[config.mk]
export PLATFORM = sky130hd
export DESIGN_NAME = spi_fifo_event_logic
export DESIGN_NICKNAME = d
export VERILOG_FILES = /design/src/spi_fifo_event_pkg.sv /design/src/spi_fifo_event_logic.sv
export SDC_FILE = /design/constraint.sdc
export NUM_CORES = 1
export LEC_CHECK = 0
export BUFFER_PORTS_ARGS = -buffer_cell sky130_fd_sc_hd__buf_2
export CAP_MARGIN = 10
export CORE_MARGIN = 2
export CORE_UTILIZATION = 55
export DETAILED_ROUTE_END_ITERATION = 10
export PLACE_DENSITY = 0.83
export SLEW_MARGIN = 20
export SYNTH_ARGS = -nofsm -noshare
export SYNTH_HDL_FRONTEND = slang
export SYNTH_SLANG_ARGS = --single-unit
export TNS_END_PERCENT = 30
[constraint.sdc]
create_clock -name clk_sys -period 3.25 [get_ports clk_sys]
set_input_delay 0.65 -clock clk_sys [delete_from_list [all_inputs] [get_ports clk_sys]]
set_output_delay 0.65 -clock clk_sys [all_outputs]
set_load 0.1 [all_outputs]
[src/spi_fifo_event_pkg.sv]
package spi_fifo_event_pkg;

   // Buffer geometry, fixed at build
   localparam int          BUFFER_DEPTH = 16;
   localparam int          COUNT_W      = 6;
   localparam int          ADDR_W       = 8;
   localparam int          DATA_W       = 32;
   localparam int          REG_W        = 16;
   localparam int          BAUD_W       = 16;

   localparam logic [COUNT_W-1:0] DEPTH_VAL = COUNT_W'(BUFFER_DEPTH);
   localparam logic [COUNT_W-1:0] COUNT_ZERO = 6'h00;

   // Register byte offsets
   localparam logic [ADDR_W-1:0] OFF_LEVEL  = 8'h00;
   localparam logic [ADDR_W-1:0] OFF_EVT_EN = 8'h04;
   localparam logic [ADDR_W-1:0] OFF_WM     = 8'h08;
   localparam logic [ADDR_W-1:0] OFF_BAUD   = 8'h0c;
   localparam logic [ADDR_W-1:0] OFF_CTRL   = 8'h10;
   localparam logic [ADDR_W-1:0] OFF_FLAGS  = 8'h14;

   // Buffer-level status fields
   localparam int RX_COUNT_LSB = 8;
   localparam int TX_COUNT_LSB = 0;

   // Event enable and flag bit positions (shared layout)
   localparam int FRAME_ERR_BIT  = 12;
   localparam int ACTIVITY_BIT   = 11;
   localparam int UNDERRUN_BIT   = 8;
   localparam int SHIFT_EMPTY_BIT = 7;
   localparam int OVERFLOW_BIT   = 6;
   localparam int RX_EMPTY_BIT   = 5;
   localparam int TX_EMPTY_BIT   = 3;
   localparam int TX_FULL_BIT    = 1;
   localparam int RX_FULL_BIT    = 0;
   localparam logic [REG_W-1:0] EVT_EN_MASK = 16'h19eb;

   // Watermark register fields
   localparam int RX_WM_EN_BIT = 15;
   localparam int RX_WM_LSB    = 8;
   localparam int TX_WM_EN_BIT = 7;
   localparam int TX_WM_LSB    = 0;

   // Control register bits
   localparam int CTRL_PORT_EN_BIT  = 0;
   localparam int CTRL_UR_IGNORE_BIT = 1;

   // Implemented count bits and watermark level bits per depth
   localparam logic [COUNT_W-1:0] COUNT_IMPL = {BUFFER_DEPTH >= 32, BUFFER_DEPTH >= 16,
                                                BUFFER_DEPTH >= 8, 3'h7};
   localparam logic [COUNT_W-1:0] WM_IMPL    = {1'b1, BUFFER_DEPTH >= 32, BUFFER_DEPTH >= 16,
                                                BUFFER_DEPTH >= 8, 2'h3};

   localparam logic [REG_W-1:0] REG_ZERO  = 16'h0000;
   localparam logic [BAUD_W-1:0] BAUD_ZERO = 16'h0000;

   // Events and levels from the shift engine, same clock
   typedef struct packed {
      logic rx_word_done;
      logic rx_word_read;
      logic tx_word_write;
      logic tx_word_load;
      logic frame_error;
      logic port_busy;
      logic tx_underrun;
      logic shifter_empty;
   } engine_evt_s;

endpackage

[src/spi_fifo_event_logic.sv]
// Local design decisions: register access over Avalon-MM and the register addresses.
`timescale 1ns/1ps
// Notes on behaviour
// - Receive count at level bits 13..8
// - Transmit count at level bits 5..0
// - Upper count bits exist only deep enough
// - Bit 12 gates frame error event
// - Bit 11 gates busy activity event
// - Bit 8 gates transmit underrun event
// - Bit 7 gates shifter empty event
// - Bit 6 gates receive overflow event
// - Bit 5 gates receive empty event
// - Bit 3 gates transmit empty event
// - Bit 1 gates transmit full event
// - Bit 0 gates receive full event
// - Receive watermark fires when level <= count
// - Transmit watermark fires when level equals count
// - Level above depth never matches
// - Level bits 4..2 exist only deep enough, bit 5 always
// - Serial clock is bus clock over 2(div+1)
// - Unimplemented bits read zero, reset zero
// - Empty at zero count, full at top
// - Overflow when word arrives into full buffer
// - Underrun cleared when disabled, live when ignored
module spi_fifo_event_logic (
   input  wire logic                                   clk_sys,
   input  wire logic                                   resetn,
   input  wire logic [spi_fifo_event_pkg::ADDR_W-1:0]  avs_address,
   input  wire logic                                   avs_read,
   input  wire logic                                   avs_write,
   input  wire logic [spi_fifo_event_pkg::DATA_W-1:0]  avs_writedata,
   output logic      [spi_fifo_event_pkg::DATA_W-1:0]  avs_readdata,
   output logic                                        avs_waitrequest,
   input  wire spi_fifo_event_pkg::engine_evt_s        engine_evt,
   output logic                                        irq,
   output logic                                        serial_clk,
   output logic                                        port_enable,
   output logic                                        underrun_ignore
);
   import spi_fifo_event_pkg::*;

   logic [COUNT_W-1:0] rx_element_count_q;
   logic [COUNT_W-1:0] tx_element_count_q;
   logic [REG_W-1:0]   event_enable_q;
   logic [REG_W-1:0]   watermark_q;
   logic [BAUD_W-1:0]  baud_divider_q;
   logic [BAUD_W-1:0]  baud_cnt_q;
   logic               serial_clk_q;
   logic               port_enable_q;
   logic               underrun_ignore_q;
   logic               frame_error_flag_q;
   logic               tx_underrun_flag_q;
   logic               rx_overflow_flag_q;
   logic               irq_q;
   logic               wait_q;
   logic [DATA_W-1:0]  rdata_q;

   logic               bus_req;
   logic               bus_wr;
   logic [REG_W-1:0]   wdata;
   logic               rx_empty_flag;
   logic               rx_full_flag;
   logic               tx_empty_flag;
   logic               tx_full_flag;
   logic [REG_W-1:0]   flags;
   logic [REG_W-1:0]   level_status;
   logic [COUNT_W-1:0] rx_watermark_level;
   logic [COUNT_W-1:0] tx_watermark_level;
   logic               rx_wm_match;
   logic               tx_wm_match;
   logic [REG_W-1:0]   rd_mux;

   // One term per enabled condition, kept apart so each rule has its own gate
   logic               frame_error_event;
   logic               activity_event;
   logic               underrun_event;
   logic               shifter_empty_event;
   logic               overflow_event;
   logic               rx_empty_event;
   logic               tx_empty_event;
   logic               tx_full_event;
   logic               rx_full_event;
   logic               any_event;
   logic               rx_wm_enabled;
   logic               tx_wm_enabled;
   logic               rx_wm_valid;
   logic               tx_wm_valid;

   ////////////////////////////////////////////////////////////////////////////
   // Avalon slave: one wait cycle, then a single acknowledge cycle
   assign bus_req = avs_read | avs_write;
   assign bus_wr  = avs_write & ~wait_q;
   assign wdata   = avs_writedata[REG_W-1:0];

   always_ff @(posedge clk_sys) begin
      if (!resetn) begin
         wait_q <= 1'b1;
      end else if (bus_req && wait_q) begin
         wait_q <= 1'b0;
      end else begin
         wait_q <= 1'b1;
      end
   end

   always_comb begin
      case (avs_address)
         OFF_LEVEL:  rd_mux = level_status;
         OFF_EVT_EN: rd_mux = event_enable_q;
         OFF_WM:     rd_mux = watermark_q;
         OFF_BAUD:   rd_mux = baud_divider_q;
         OFF_CTRL:   rd_mux = {14'h0000, underrun_ignore_q, port_enable_q};
         OFF_FLAGS:  rd_mux = flags;
         default:    rd_mux = REG_ZERO;
      endcase
   end

   // Data is sampled one cycle before the acknowledge edge
   always_ff @(posedge clk_sys) begin
      if (!resetn) begin
         rdata_q <= 32'h00000000;
      end else if (avs_read && wait_q) begin
         rdata_q <= {16'h0000, rd_mux};
      end
   end

   ////////////////////////////////////////////////////////////////////////////
   // Software registers
   always_ff @(posedge clk_sys) begin
      if (!resetn) begin
         event_enable_q <= REG_ZERO;
      end else if (bus_wr && avs_address == OFF_EVT_EN) begin
         event_enable_q <= wdata & EVT_EN_MASK;
      end
   end

   always_ff @(posedge clk_sys) begin
      if (!resetn) begin
         watermark_q <= REG_ZERO;
      end else if (bus_wr && avs_address == OFF_WM) begin
         watermark_q <= REG_ZERO;
         watermark_q[RX_WM_EN_BIT] <= wdata[RX_WM_EN_BIT];
         watermark_q[TX_WM_EN_BIT] <= wdata[TX_WM_EN_BIT];
         watermark_q[RX_WM_LSB +: COUNT_W] <= wdata[RX_WM_LSB +: COUNT_W] & WM_IMPL;
         watermark_q[TX_WM_LSB +: COUNT_W] <= wdata[TX_WM_LSB +: COUNT_W] & WM_IMPL;
      end
   end

   always_ff @(posedge clk_sys) begin
      if (!resetn) begin
         baud_divider_q <= BAUD_ZERO;
      end else if (bus_wr && avs_address == OFF_BAUD) begin
         baud_divider_q <= wdata;
      end
   end

   always_ff @(posedge clk_sys) begin
      if (!resetn) begin
         port_enable_q     <= 1'b0;
         underrun_ignore_q <= 1'b0;
      end else if (bus_wr && avs_address == OFF_CTRL) begin
         port_enable_q     <= wdata[CTRL_PORT_EN_BIT];
         underrun_ignore_q <= wdata[CTRL_UR_IGNORE_BIT];
      end
   end

   ////////////////////////////////////////////////////////////////////////////
   // Element counts; pushes into a full buffer and pops from an empty one are dropped
   always_ff @(posedge clk_sys) begin
      if (!resetn || !port_enable_q) begin
         rx_element_count_q <= COUNT_ZERO;
      end else begin
         case ({engine_evt.rx_word_done && !rx_full_flag, engine_evt.rx_word_read && !rx_empty_flag})
            2'b10:   rx_element_count_q <= rx_element_count_q + 6'h01;
            2'b01:   rx_element_count_q <= rx_element_count_q - 6'h01;
            default: rx_element_count_q <= rx_element_count_q;
         endcase
      end
   end

   always_ff @(posedge clk_sys) begin
      if (!resetn || !port_enable_q) begin
         tx_element_count_q <= COUNT_ZERO;
      end else begin
         case ({engine_evt.tx_word_write && !tx_full_flag, engine_evt.tx_word_load && !tx_empty_flag})
            2'b10:   tx_element_count_q <= tx_element_count_q + 6'h01;
            2'b01:   tx_element_count_q <= tx_element_count_q - 6'h01;
            default: tx_element_count_q <= tx_element_count_q;
         endcase
      end
   end

   // Full means the count has reached the configured depth
   assign rx_empty_flag = (rx_element_count_q == COUNT_ZERO);
   assign rx_full_flag  = (rx_element_count_q == DEPTH_VAL);
   assign tx_empty_flag = (tx_element_count_q == COUNT_ZERO);
   assign tx_full_flag  = (tx_element_count_q == DEPTH_VAL);

   always_comb begin
      level_status = REG_ZERO;
      level_status[RX_COUNT_LSB +: COUNT_W] = rx_element_count_q & COUNT_IMPL;
      level_status[TX_COUNT_LSB +: COUNT_W] = tx_element_count_q & COUNT_IMPL;
   end

   ////////////////////////////////////////////////////////////////////////////
   // Sticky flags, underrun only while not ignored; a set in the clearing cycle wins
   always_ff @(posedge clk_sys) begin
      if (!resetn) begin
         rx_overflow_flag_q <= 1'b0;
      end else if (engine_evt.rx_word_done && rx_full_flag) begin
         rx_overflow_flag_q <= 1'b1;
      end else if (bus_wr && avs_address == OFF_FLAGS && wdata[OVERFLOW_BIT]) begin
         rx_overflow_flag_q <= 1'b0;
      end
   end

   always_ff @(posedge clk_sys) begin
      if (!resetn) begin
         frame_error_flag_q <= 1'b0;
      end else if (engine_evt.frame_error) begin
         frame_error_flag_q <= 1'b1;
      end else if (bus_wr && avs_address == OFF_FLAGS && wdata[FRAME_ERR_BIT]) begin
         frame_error_flag_q <= 1'b0;
      end
   end

   always_ff @(posedge clk_sys) begin
      if (!resetn || !port_enable_q) begin
         tx_underrun_flag_q <= 1'b0;
      end else if (underrun_ignore_q) begin
         tx_underrun_flag_q <= engine_evt.tx_underrun;
      end else if (engine_evt.tx_underrun) begin
         tx_underrun_flag_q <= 1'b1;
      end else if (bus_wr && avs_address == OFF_FLAGS && wdata[UNDERRUN_BIT]) begin
         tx_underrun_flag_q <= 1'b0;
      end
   end

   always_comb begin
      flags = REG_ZERO;
      flags[FRAME_ERR_BIT]   = frame_error_flag_q;
      flags[ACTIVITY_BIT]    = engine_evt.port_busy;
      flags[UNDERRUN_BIT]    = tx_underrun_flag_q;
      flags[SHIFT_EMPTY_BIT] = engine_evt.shifter_empty;
      flags[OVERFLOW_BIT]    = rx_overflow_flag_q;
      flags[RX_EMPTY_BIT]    = rx_empty_flag;
      flags[TX_EMPTY_BIT]    = tx_empty_flag;
      flags[TX_FULL_BIT]     = tx_full_flag;
      flags[RX_FULL_BIT]     = rx_full_flag;
   end

   ////////////////////////////////////////////////////////////////////////////
   // Watermarks and interrupt request
   assign rx_watermark_level = watermark_q[RX_WM_LSB +: COUNT_W];
   assign tx_watermark_level = watermark_q[TX_WM_LSB +: COUNT_W];

   assign rx_wm_enabled = watermark_q[RX_WM_EN_BIT];
   assign tx_wm_enabled = watermark_q[TX_WM_EN_BIT];

   // A level above the depth could never be reached, so it is refused outright
   assign rx_wm_valid = (rx_watermark_level <= DEPTH_VAL);
   assign tx_wm_valid = (tx_watermark_level <= DEPTH_VAL);

   // Receive fires at or above its level, transmit only on an exact hit
   assign rx_wm_match = rx_wm_enabled && rx_wm_valid &&
                        (rx_watermark_level <= rx_element_count_q);
   assign tx_wm_match = tx_wm_enabled && tx_wm_valid &&
                        (tx_watermark_level == tx_element_count_q);

   // Enable and flag share one layout, so each gate is a single AND
   assign frame_error_event   = flags[FRAME_ERR_BIT] & event_enable_q[FRAME_ERR_BIT];
   assign activity_event      = flags[ACTIVITY_BIT] & event_enable_q[ACTIVITY_BIT];
   assign underrun_event      = flags[UNDERRUN_BIT] & event_enable_q[UNDERRUN_BIT];
   assign shifter_empty_event = flags[SHIFT_EMPTY_BIT] & event_enable_q[SHIFT_EMPTY_BIT];
   assign overflow_event      = flags[OVERFLOW_BIT] & event_enable_q[OVERFLOW_BIT];
   assign rx_empty_event      = flags[RX_EMPTY_BIT] & event_enable_q[RX_EMPTY_BIT];
   assign tx_empty_event      = flags[TX_EMPTY_BIT] & event_enable_q[TX_EMPTY_BIT];
   assign tx_full_event       = flags[TX_FULL_BIT] & event_enable_q[TX_FULL_BIT];
   assign rx_full_event       = flags[RX_FULL_BIT] & event_enable_q[RX_FULL_BIT];

   assign any_event = frame_error_event | activity_event | underrun_event |
                      shifter_empty_event | overflow_event | rx_empty_event |
                      tx_empty_event | tx_full_event | rx_full_event;

   // Registered so the request pin never glitches on a level change
   always_ff @(posedge clk_sys) begin
      if (!resetn) begin
         irq_q <= 1'b0;
      end else begin
         irq_q <= any_event || rx_wm_match || tx_wm_match;
      end
   end

   ////////////////////////////////////////////////////////////////////////////
   // Serial clock divider; held low while the port is off
   always_ff @(posedge clk_sys) begin
      if (!resetn || !port_enable_q) begin
         baud_cnt_q   <= BAUD_ZERO;
         serial_clk_q <= 1'b0;
      end else if (baud_cnt_q >= baud_divider_q) begin
         baud_cnt_q   <= BAUD_ZERO;
         serial_clk_q <= ~serial_clk_q;
      end else begin
         baud_cnt_q   <= baud_cnt_q + 16'h0001;
      end
   end

   assign avs_readdata    = rdata_q;
   assign avs_waitrequest = wait_q;
   assign irq             = irq_q;
   assign serial_clk      = serial_clk_q;
   assign port_enable     = port_enable_q;
   assign underrun_ignore = underrun_ignore_q;

endmodule

==> results of run 1 <==
[power by group through the flow]
stage / logic [W] / clock network, W / registers (W)
5_1_grt: 0.000224 / 0.000746 / 0.00110
2_1_floorplan: 0.000157 / 0 / 0.00114
3_3_place_gp: 0.000210 / 0 / 0.00112
6_report: 0.000214 / 0.000702 / 0.00110
3_5_place_dp: 0.000212 / 0 / 0.00112
4_1_cts: 0.000213 / 0.000709 / 0.00110
[timing repair]
item | in CTS | in global routing
setup endpoints to repair | 0 | 1
resized for setup | 0 | 1
hold buffers | 0 | 0
[area by class of cell]
cell class | instances | area share (%)
well taps | 129 | 2.84
clock inverters | 2 | 0.242
flip-flops and latches | 89 | 31.4
repair buffers | 65 | 6.13
inverters | 29 | 1.92
multi-input cells | 450 | 54.7
clock buffers | 13 | 2.80
[cells in the final DEF, fill, tap and decap left out, types with 7 or more instances in the layout]
cell,instances
a21boi_0,18
a21boi_1,12
a21oi_1,24
a22oi_1,7
buf_2,56
buf_4,9
clkbuf_8,11
conb_1,16
dfxtp_1,89
ha_1,27
inv_1,29
mux2i_1,26
nand2_1,84
nand2b_1,8
nand3_1,9
nand4_1,7
nor2_1,24
nor2_2,10
nor2b_1,23
nor3_1,11
o21ai_0,17
or3_1,7
xnor2_1,11
xor2_1,15
[cells by family after synthesis]
kind of cell | synth area share, %
flops | 34.0
compound gates | 17.0
mux | 6.48
other cells | 0.0717
xor+xnor | 4.35
buf+inv | 7.77
simple gates | 23.6
fa+ha+maj | 6.69
[worst max path at each step]
stage               cells past startpoint                          startpoint                                  to
floorplan                              13  rx_element_count_q[0]$_SDFFE_PP0P_  rx_element_count_q[4]$_SDFFE_PP0P_
finish                                 11  rx_element_count_q[1]$_SDFFE_PP0P_  rx_element_count_q[4]$_SDFFE_PP0P_
global route                           11  rx_element_count_q[1]$_SDFFE_PP0P_  rx_element_count_q[4]$_SDFFE_PP0P_
global placement                       11  rx_element_count_q[1]$_SDFFE_PP0P_  rx_element_count_q[4]$_SDFFE_PP0P_
detailed placement                     11  rx_element_count_q[1]$_SDFFE_PP0P_  rx_element_count_q[4]$_SDFFE_PP0P_
CTS                                    11  rx_element_count_q[1]$_SDFFE_PP0P_  rx_element_count_q[4]$_SDFFE_PP0P_
[worst reg2reg max path, cell delays in order (launching register included)]
cell       delay [ns]
dfxtp_1          0.41
or4_4            0.58
nor3b_4          0.27
nand2b_1         0.18
ha_2             0.27
xor2_1           0.18
ha_1             0.25
a21oi_1          0.09
a2bb2oi_1        0.14
o21a_1           0.19
or3_1            0.31
a21oi_1          0.14
[per-stage QoR]
stage / util [%] / hold WS [ns] / power (W)
3_5_place_dp: 59.5 / 0.443 / 0.00133
3_3_place_gp: 59.5 / 0.436 / 0.00133
6_report: 61.4 / 0.454 / 0.00201
5_1_grt: 61.4 / 0.491 / 0.00207
4_1_cts: 61.4 / 0.462 / 0.00202
2_1_floorplan: - / 0.438 / 0.00130
[flip-flops by register name, indices dropped and copies added, names as in the netlist]
signal and count:
avs_readdata 16, avs_waitrequest 1, baud_cnt_q 16, baud_divider_q 16, event_enable_q 9, frame_error_flag_q 1
irq 1, port_enable 1, rx_element_count_q 6, rx_overflow_flag_q 1, serial_clk 1, tx_element_count_q 6
tx_underrun_flag_q 1, underrun_ignore 1, watermark_q 12
[per-layer routing]
metal / up-vias / part of all wire, % / global-route usage [%]
li1: 2159 / - / -
met1: 2106 / 45 / 34.7
met2: 165 / 47 / 43.1
met3: 30 / 5.9 / 3.04
met4: 0 / 2.4 / 10.7
met5: - / 0 / 0
[synthesized netlist by cell type (all sizes together), types with 3 or more instances]
library cell   n  area (um2)
xor2          15         131
dfxtp         89        1780
mux2i         26         260
a21boi        30         225
nor3          13        81.3
or4            3        30.0
and4           5        46.3
and3b          3        26.3
nor3b          4        41.3
a32oi          3        26.3
a31oi          4        25.0
a22oi          8        73.8
nor2          34         153
and2           4        26.3
nand4b         3        41.3
clkbuf        15        66.3
nor2b         23         144
nand2         84         315
a21o           6        46.3
a21oi         25         129
and3           3        18.8
buf           34         231
mux2           5        56.3
o21ai         17        85.1
nand2b         8        50.1
nand3         10        55.1
ha            28         350
nand4          8        56.3
nor4           6        50.0
o21a           3        22.5
or3            7        43.8
o22ai          3        18.8
inv           29         109
a32o           3        30.0
xnor2         11        96.3
==> run metrics, run 1 <==
outcome completed; CP cell instances or4_4 -> nor3b_4 -> nand2b_1 -> ha_2 -> xor2_1 -> ha_1 -> a21oi_1 -> a2bb2oi_1 -> o21a_1 -> or3_1 -> a21oi_1; most frequent CP cell a21oi_1; routability cong. 0.921; CTS tree done; non-filler cells, final 777; R2R depth 11; net switching power 0.000557 W; Worst Path Required 3.55 ns; Async S/R FF share, synth 0%; final global-route overflow total 0; Final Hold Viols 0; total number of yosys warnings 0; area delta synth->final 8.46%; Die X 102 um; die footprint 10,300 um2; Reg area 1780 um2; gr usage total 26.1%; slowest cell on the critical path or4_4; routed vias 4,460; 1st-pass router iterations 5; Reg2Reg Setup Slack 0.17 ns; sequential share of the synthesized area 34.0%; power per standard cell area 354 nW/um2; drt drc 0; final setup margin 0.169 ns; First DRT Iteration DRCs 271; Reg power frac 54.5%; maximum VDD drop 0.209 mV; Slew Limit Fails 0; count of final setup violators 0; Clock Power Share 34.9%; setup TNS 0 ns; Design Area, Final 5680 um2; CORE AREA 9240 um2; post-synthesis cell count 602; capturing point of the worst reg2reg path rx_element_count_q[4]$_SDFFE_PP0P_; CP top delay family simple AND/OR/NAND/NOR gates; Peak Freq 0.325 GHz; H-tree depth 3; crit path buf inv count 0; RSZ-0062 raised after global routing false; Leak 2.27 nW; Synth Cell Area 5230 um2; largest net degree at the start of global routing 33; Worst Tran Pin Value 0.604 ns; Hold Startpoint avs_readdata[7]$_SDFFE_PN0P_; sinks on the clock net 89; number of antenna diodes 0; Crit Path Class register to register; Comb power frac 10.7%; clock buffer count from CTS 9; Final period util 94.8%; EDFF count, synth 0; Clk pin slew, worst setup/hold paths 0.08 ns; CTS max path bufs 2; placed cell count 762; setup bufs post-CTS 0; hold endpoint avs_readdata[7]$_SDFFE_PN0P_; Synth Register Bits 89; Site Rows 35; relative slew slack 59.7%; switching share of power 27.7%; io pins 89; Max Cap Violations 0; port bufs 56; DIE HEIGHT 102 um; clock root cell clkbuf_8; P_int 0.00146 W; initial antenna violation count 0; FILL cells 797; min-delay worst type register to register; vias per cell 5.74; HPWL after DPL 9.76 mm; crit path launch type register; syn_area_per_cell 8.69 um2; Worst Hold Path Cells 2; placed instance area 5500 um2; Final #Nets 724; critical path peak fanout 10; antenna-violating nets left 0; Worst Path Arrival 3.38 ns; clk_skew 0.00692 ns; Tmin final 3.08 ns; Avg WL per Cell 16.7 um; number of global-route vias before repair 4,265; Post-synth top flop dfxtp_1; Worst path max stage delay 0.58 ns; count of different cell masters after synthesis 82; wire length of the first global-routing pass 20.9 mm; clk_lat worst skew 0.36 ns; Crit. End Element register; dpl ws 0.181 ns; Multi-input gate area 3100 um2; Initial Util 56.6%; WL final 12.9 mm; RR Startpoint rx_element_count_q[1]$_SDFFE_PP0P_; fraction of layout cells with a size suffix above 1 17.7%
No activity file was read; power rests on OpenSTA's default activity.
==> inputs of run 2 (changes only) <==
==> constraint.sdc (replaced) <==
create_clock -name clk_sys -period 3.25 [get_ports clk_sys]
set_input_delay 0.1625 -clock clk_sys [delete_from_list [all_inputs] [get_ports clk_sys]]
set_output_delay 0.1625 -clock clk_sys [all_outputs]
set_load 0.1 [all_outputs]
==> run metrics, run 2 (synthesized netlist as in run 1, its figures left out) <==
Initial Util 56.6%; number of global-route vias before repair 4,362; placed instance area 5490 um2; Peak Freq 0.334 GHz; relative slew slack 60.6%; min-delay worst type input pin to register; Tmin final 2.99 ns; Avg WL per Cell 16.4 um; critical path peak fanout 10; port bufs 56; First DRT Iteration DRCs 312; fraction of layout cells with a size suffix above 1 18.2%; outcome completed; largest net degree at the start of global routing 40; drt drc 0; Slew Limit Fails 0; Final #Nets 723; number of antenna diodes 0; RSZ-0062 raised after global routing false; sinks on the clock net 89; setup TNS 0 ns; HPWL after DPL 9.56 mm; WL final 12.7 mm; maximum VDD drop 0.311 mV; net switching power 0.000590 W; final global-route overflow total 0; crit path launch type register; Worst Path Required 3.55 ns; antenna-violating nets left 0; Final Hold Viols 0; gr usage total 26.4%; most frequent cells in the layout 89 x dfxtp_1, 84 x nand2_1, 56 x buf_2, 29 x inv_1, 27 x ha_1; routability cong. 0.926; vias per cell 5.86; Comb power frac 9.8%; Site Rows 35; P_int 0.00159 W; CTS tree done; Reg power frac 50.2%; routed vias 4,552; clock buffer count from CTS 9; Worst Tran Pin Value 0.591 ns; switching share of power 27.0%; area delta synth->final 9.66%; Die X 102 um; CORE AREA 9240 um2; Clock Power Share 40.1%; wire length of the first global-routing pass 21.4 mm; Clk pin slew, worst setup/hold paths 0.09 ns; Final period util 92.0%; Hold-fix buffers, CTS 0; io pins 89; clk_skew 0.0113 ns; Design Area, Final 5740 um2; clock root cell clkbuf_8; Crit. End Element register; count of final setup violators 0; Max Cap Violations 0; initial antenna violation count 0; die footprint 10,300 um2; Worst Path Arrival 3.29 ns; clk_lat worst skew 0.36 ns; most common cell after layout, fill and taps aside dfxtp_1; CTS max path bufs 2; Crit Path Class register to register; 1st-pass router iterations 6; DIE HEIGHT 102 um; H-tree depth 3; power per standard cell area 381 nW/um2; Leak 2.29 nW
-- run 2: worst paths after layout --
check                                                        start                            endpoint  slack (ns)  cells after the start
worst max-delay path            rx_element_count_q[1]$_SDFFE_PP0P_  rx_element_count_q[4]$_SDFFE_PP0P_        0.26                     11
worst min-delay path                                 engine_evt[1]     tx_underrun_flag_q$_SDFFE_PP0P_        0.01                      3
worst max register to register  rx_element_count_q[1]$_SDFFE_PP0P_  rx_element_count_q[4]$_SDFFE_PP0P_        0.26                     11
worst min register to register        avs_readdata[3]$_SDFFE_PN0P_        avs_readdata[3]$_SDFFE_PN0P_        0.46                      2
-- run 2: area by class of cell --
type | count | area, um2
timing repair buffer | 64 | 340
clock inverter | 6 | 90.1
inverter | 29 | 109
tap | 129 | 161
fill | 780 | 3500
clock buffer | 10 | 138
multi-input combinational | 450 | 3120
sequential | 89 | 1780
-- run 2: layer usage --
metal | vias to the layer above | routed length [um] | GRT usage, %
li1 | 2163 | - | -
met1 | 2165 | 5560 | 35.4
met2 | 192 | 5940 | 43.2
met3 | 32 | 885 | 3.86
met4 | 0 | 362 | 9.36
met5 | - | 0 | 0
-- run 2: power groups by stage --
stage / combinational (W) / clock (W) / sequential, W
after floorplan: 0.000157 / 0 / 0.00114
after global placement: 0.000209 / 0 / 0.00112
after detailed placement: 0.000210 / 0 / 0.00112
after CTS: 0.000211 / 0.000881 / 0.00110
after global routing: 0.000224 / 0.000926 / 0.00110
final: 0.000214 / 0.000875 / 0.00110
-- run 2: stage by stage --
stage	total power [W]	hold slack, ns	utilization, %	std cells	setup slack [ns]
finish	0.00219	0.00990	62.1	777	0.260
detailed placement	0.00133	0.376	59.5	761	0.168
CTS	0.00219	0.0000210	61.9	777	0.0856
floorplan	0.00130	0.278	-	617	0.317
global placement	0.00133	0.368	59.5	761	0.327
global route	0.00225	0.0301	62.1	777	0.0497
-- run 2: critical path, cell delays in order (launching register included) --
cell and delay (ns):
dfxtp_1 0.42, or4_4 0.58, nor3b_4 0.25, nand2b_1 0.21
ha_4 0.20, xor2_1 0.18, ha_1 0.24, a21oi_1 0.09
a2bb2oi_1 0.14, o21a_1 0.18, or3_1 0.30, a21oi_1 0.14
-- run 2: what timing repair did --
action	CTS	global route
resized for setup	0	3
setup endpoints to repair	0	1
setup buffers	0	0
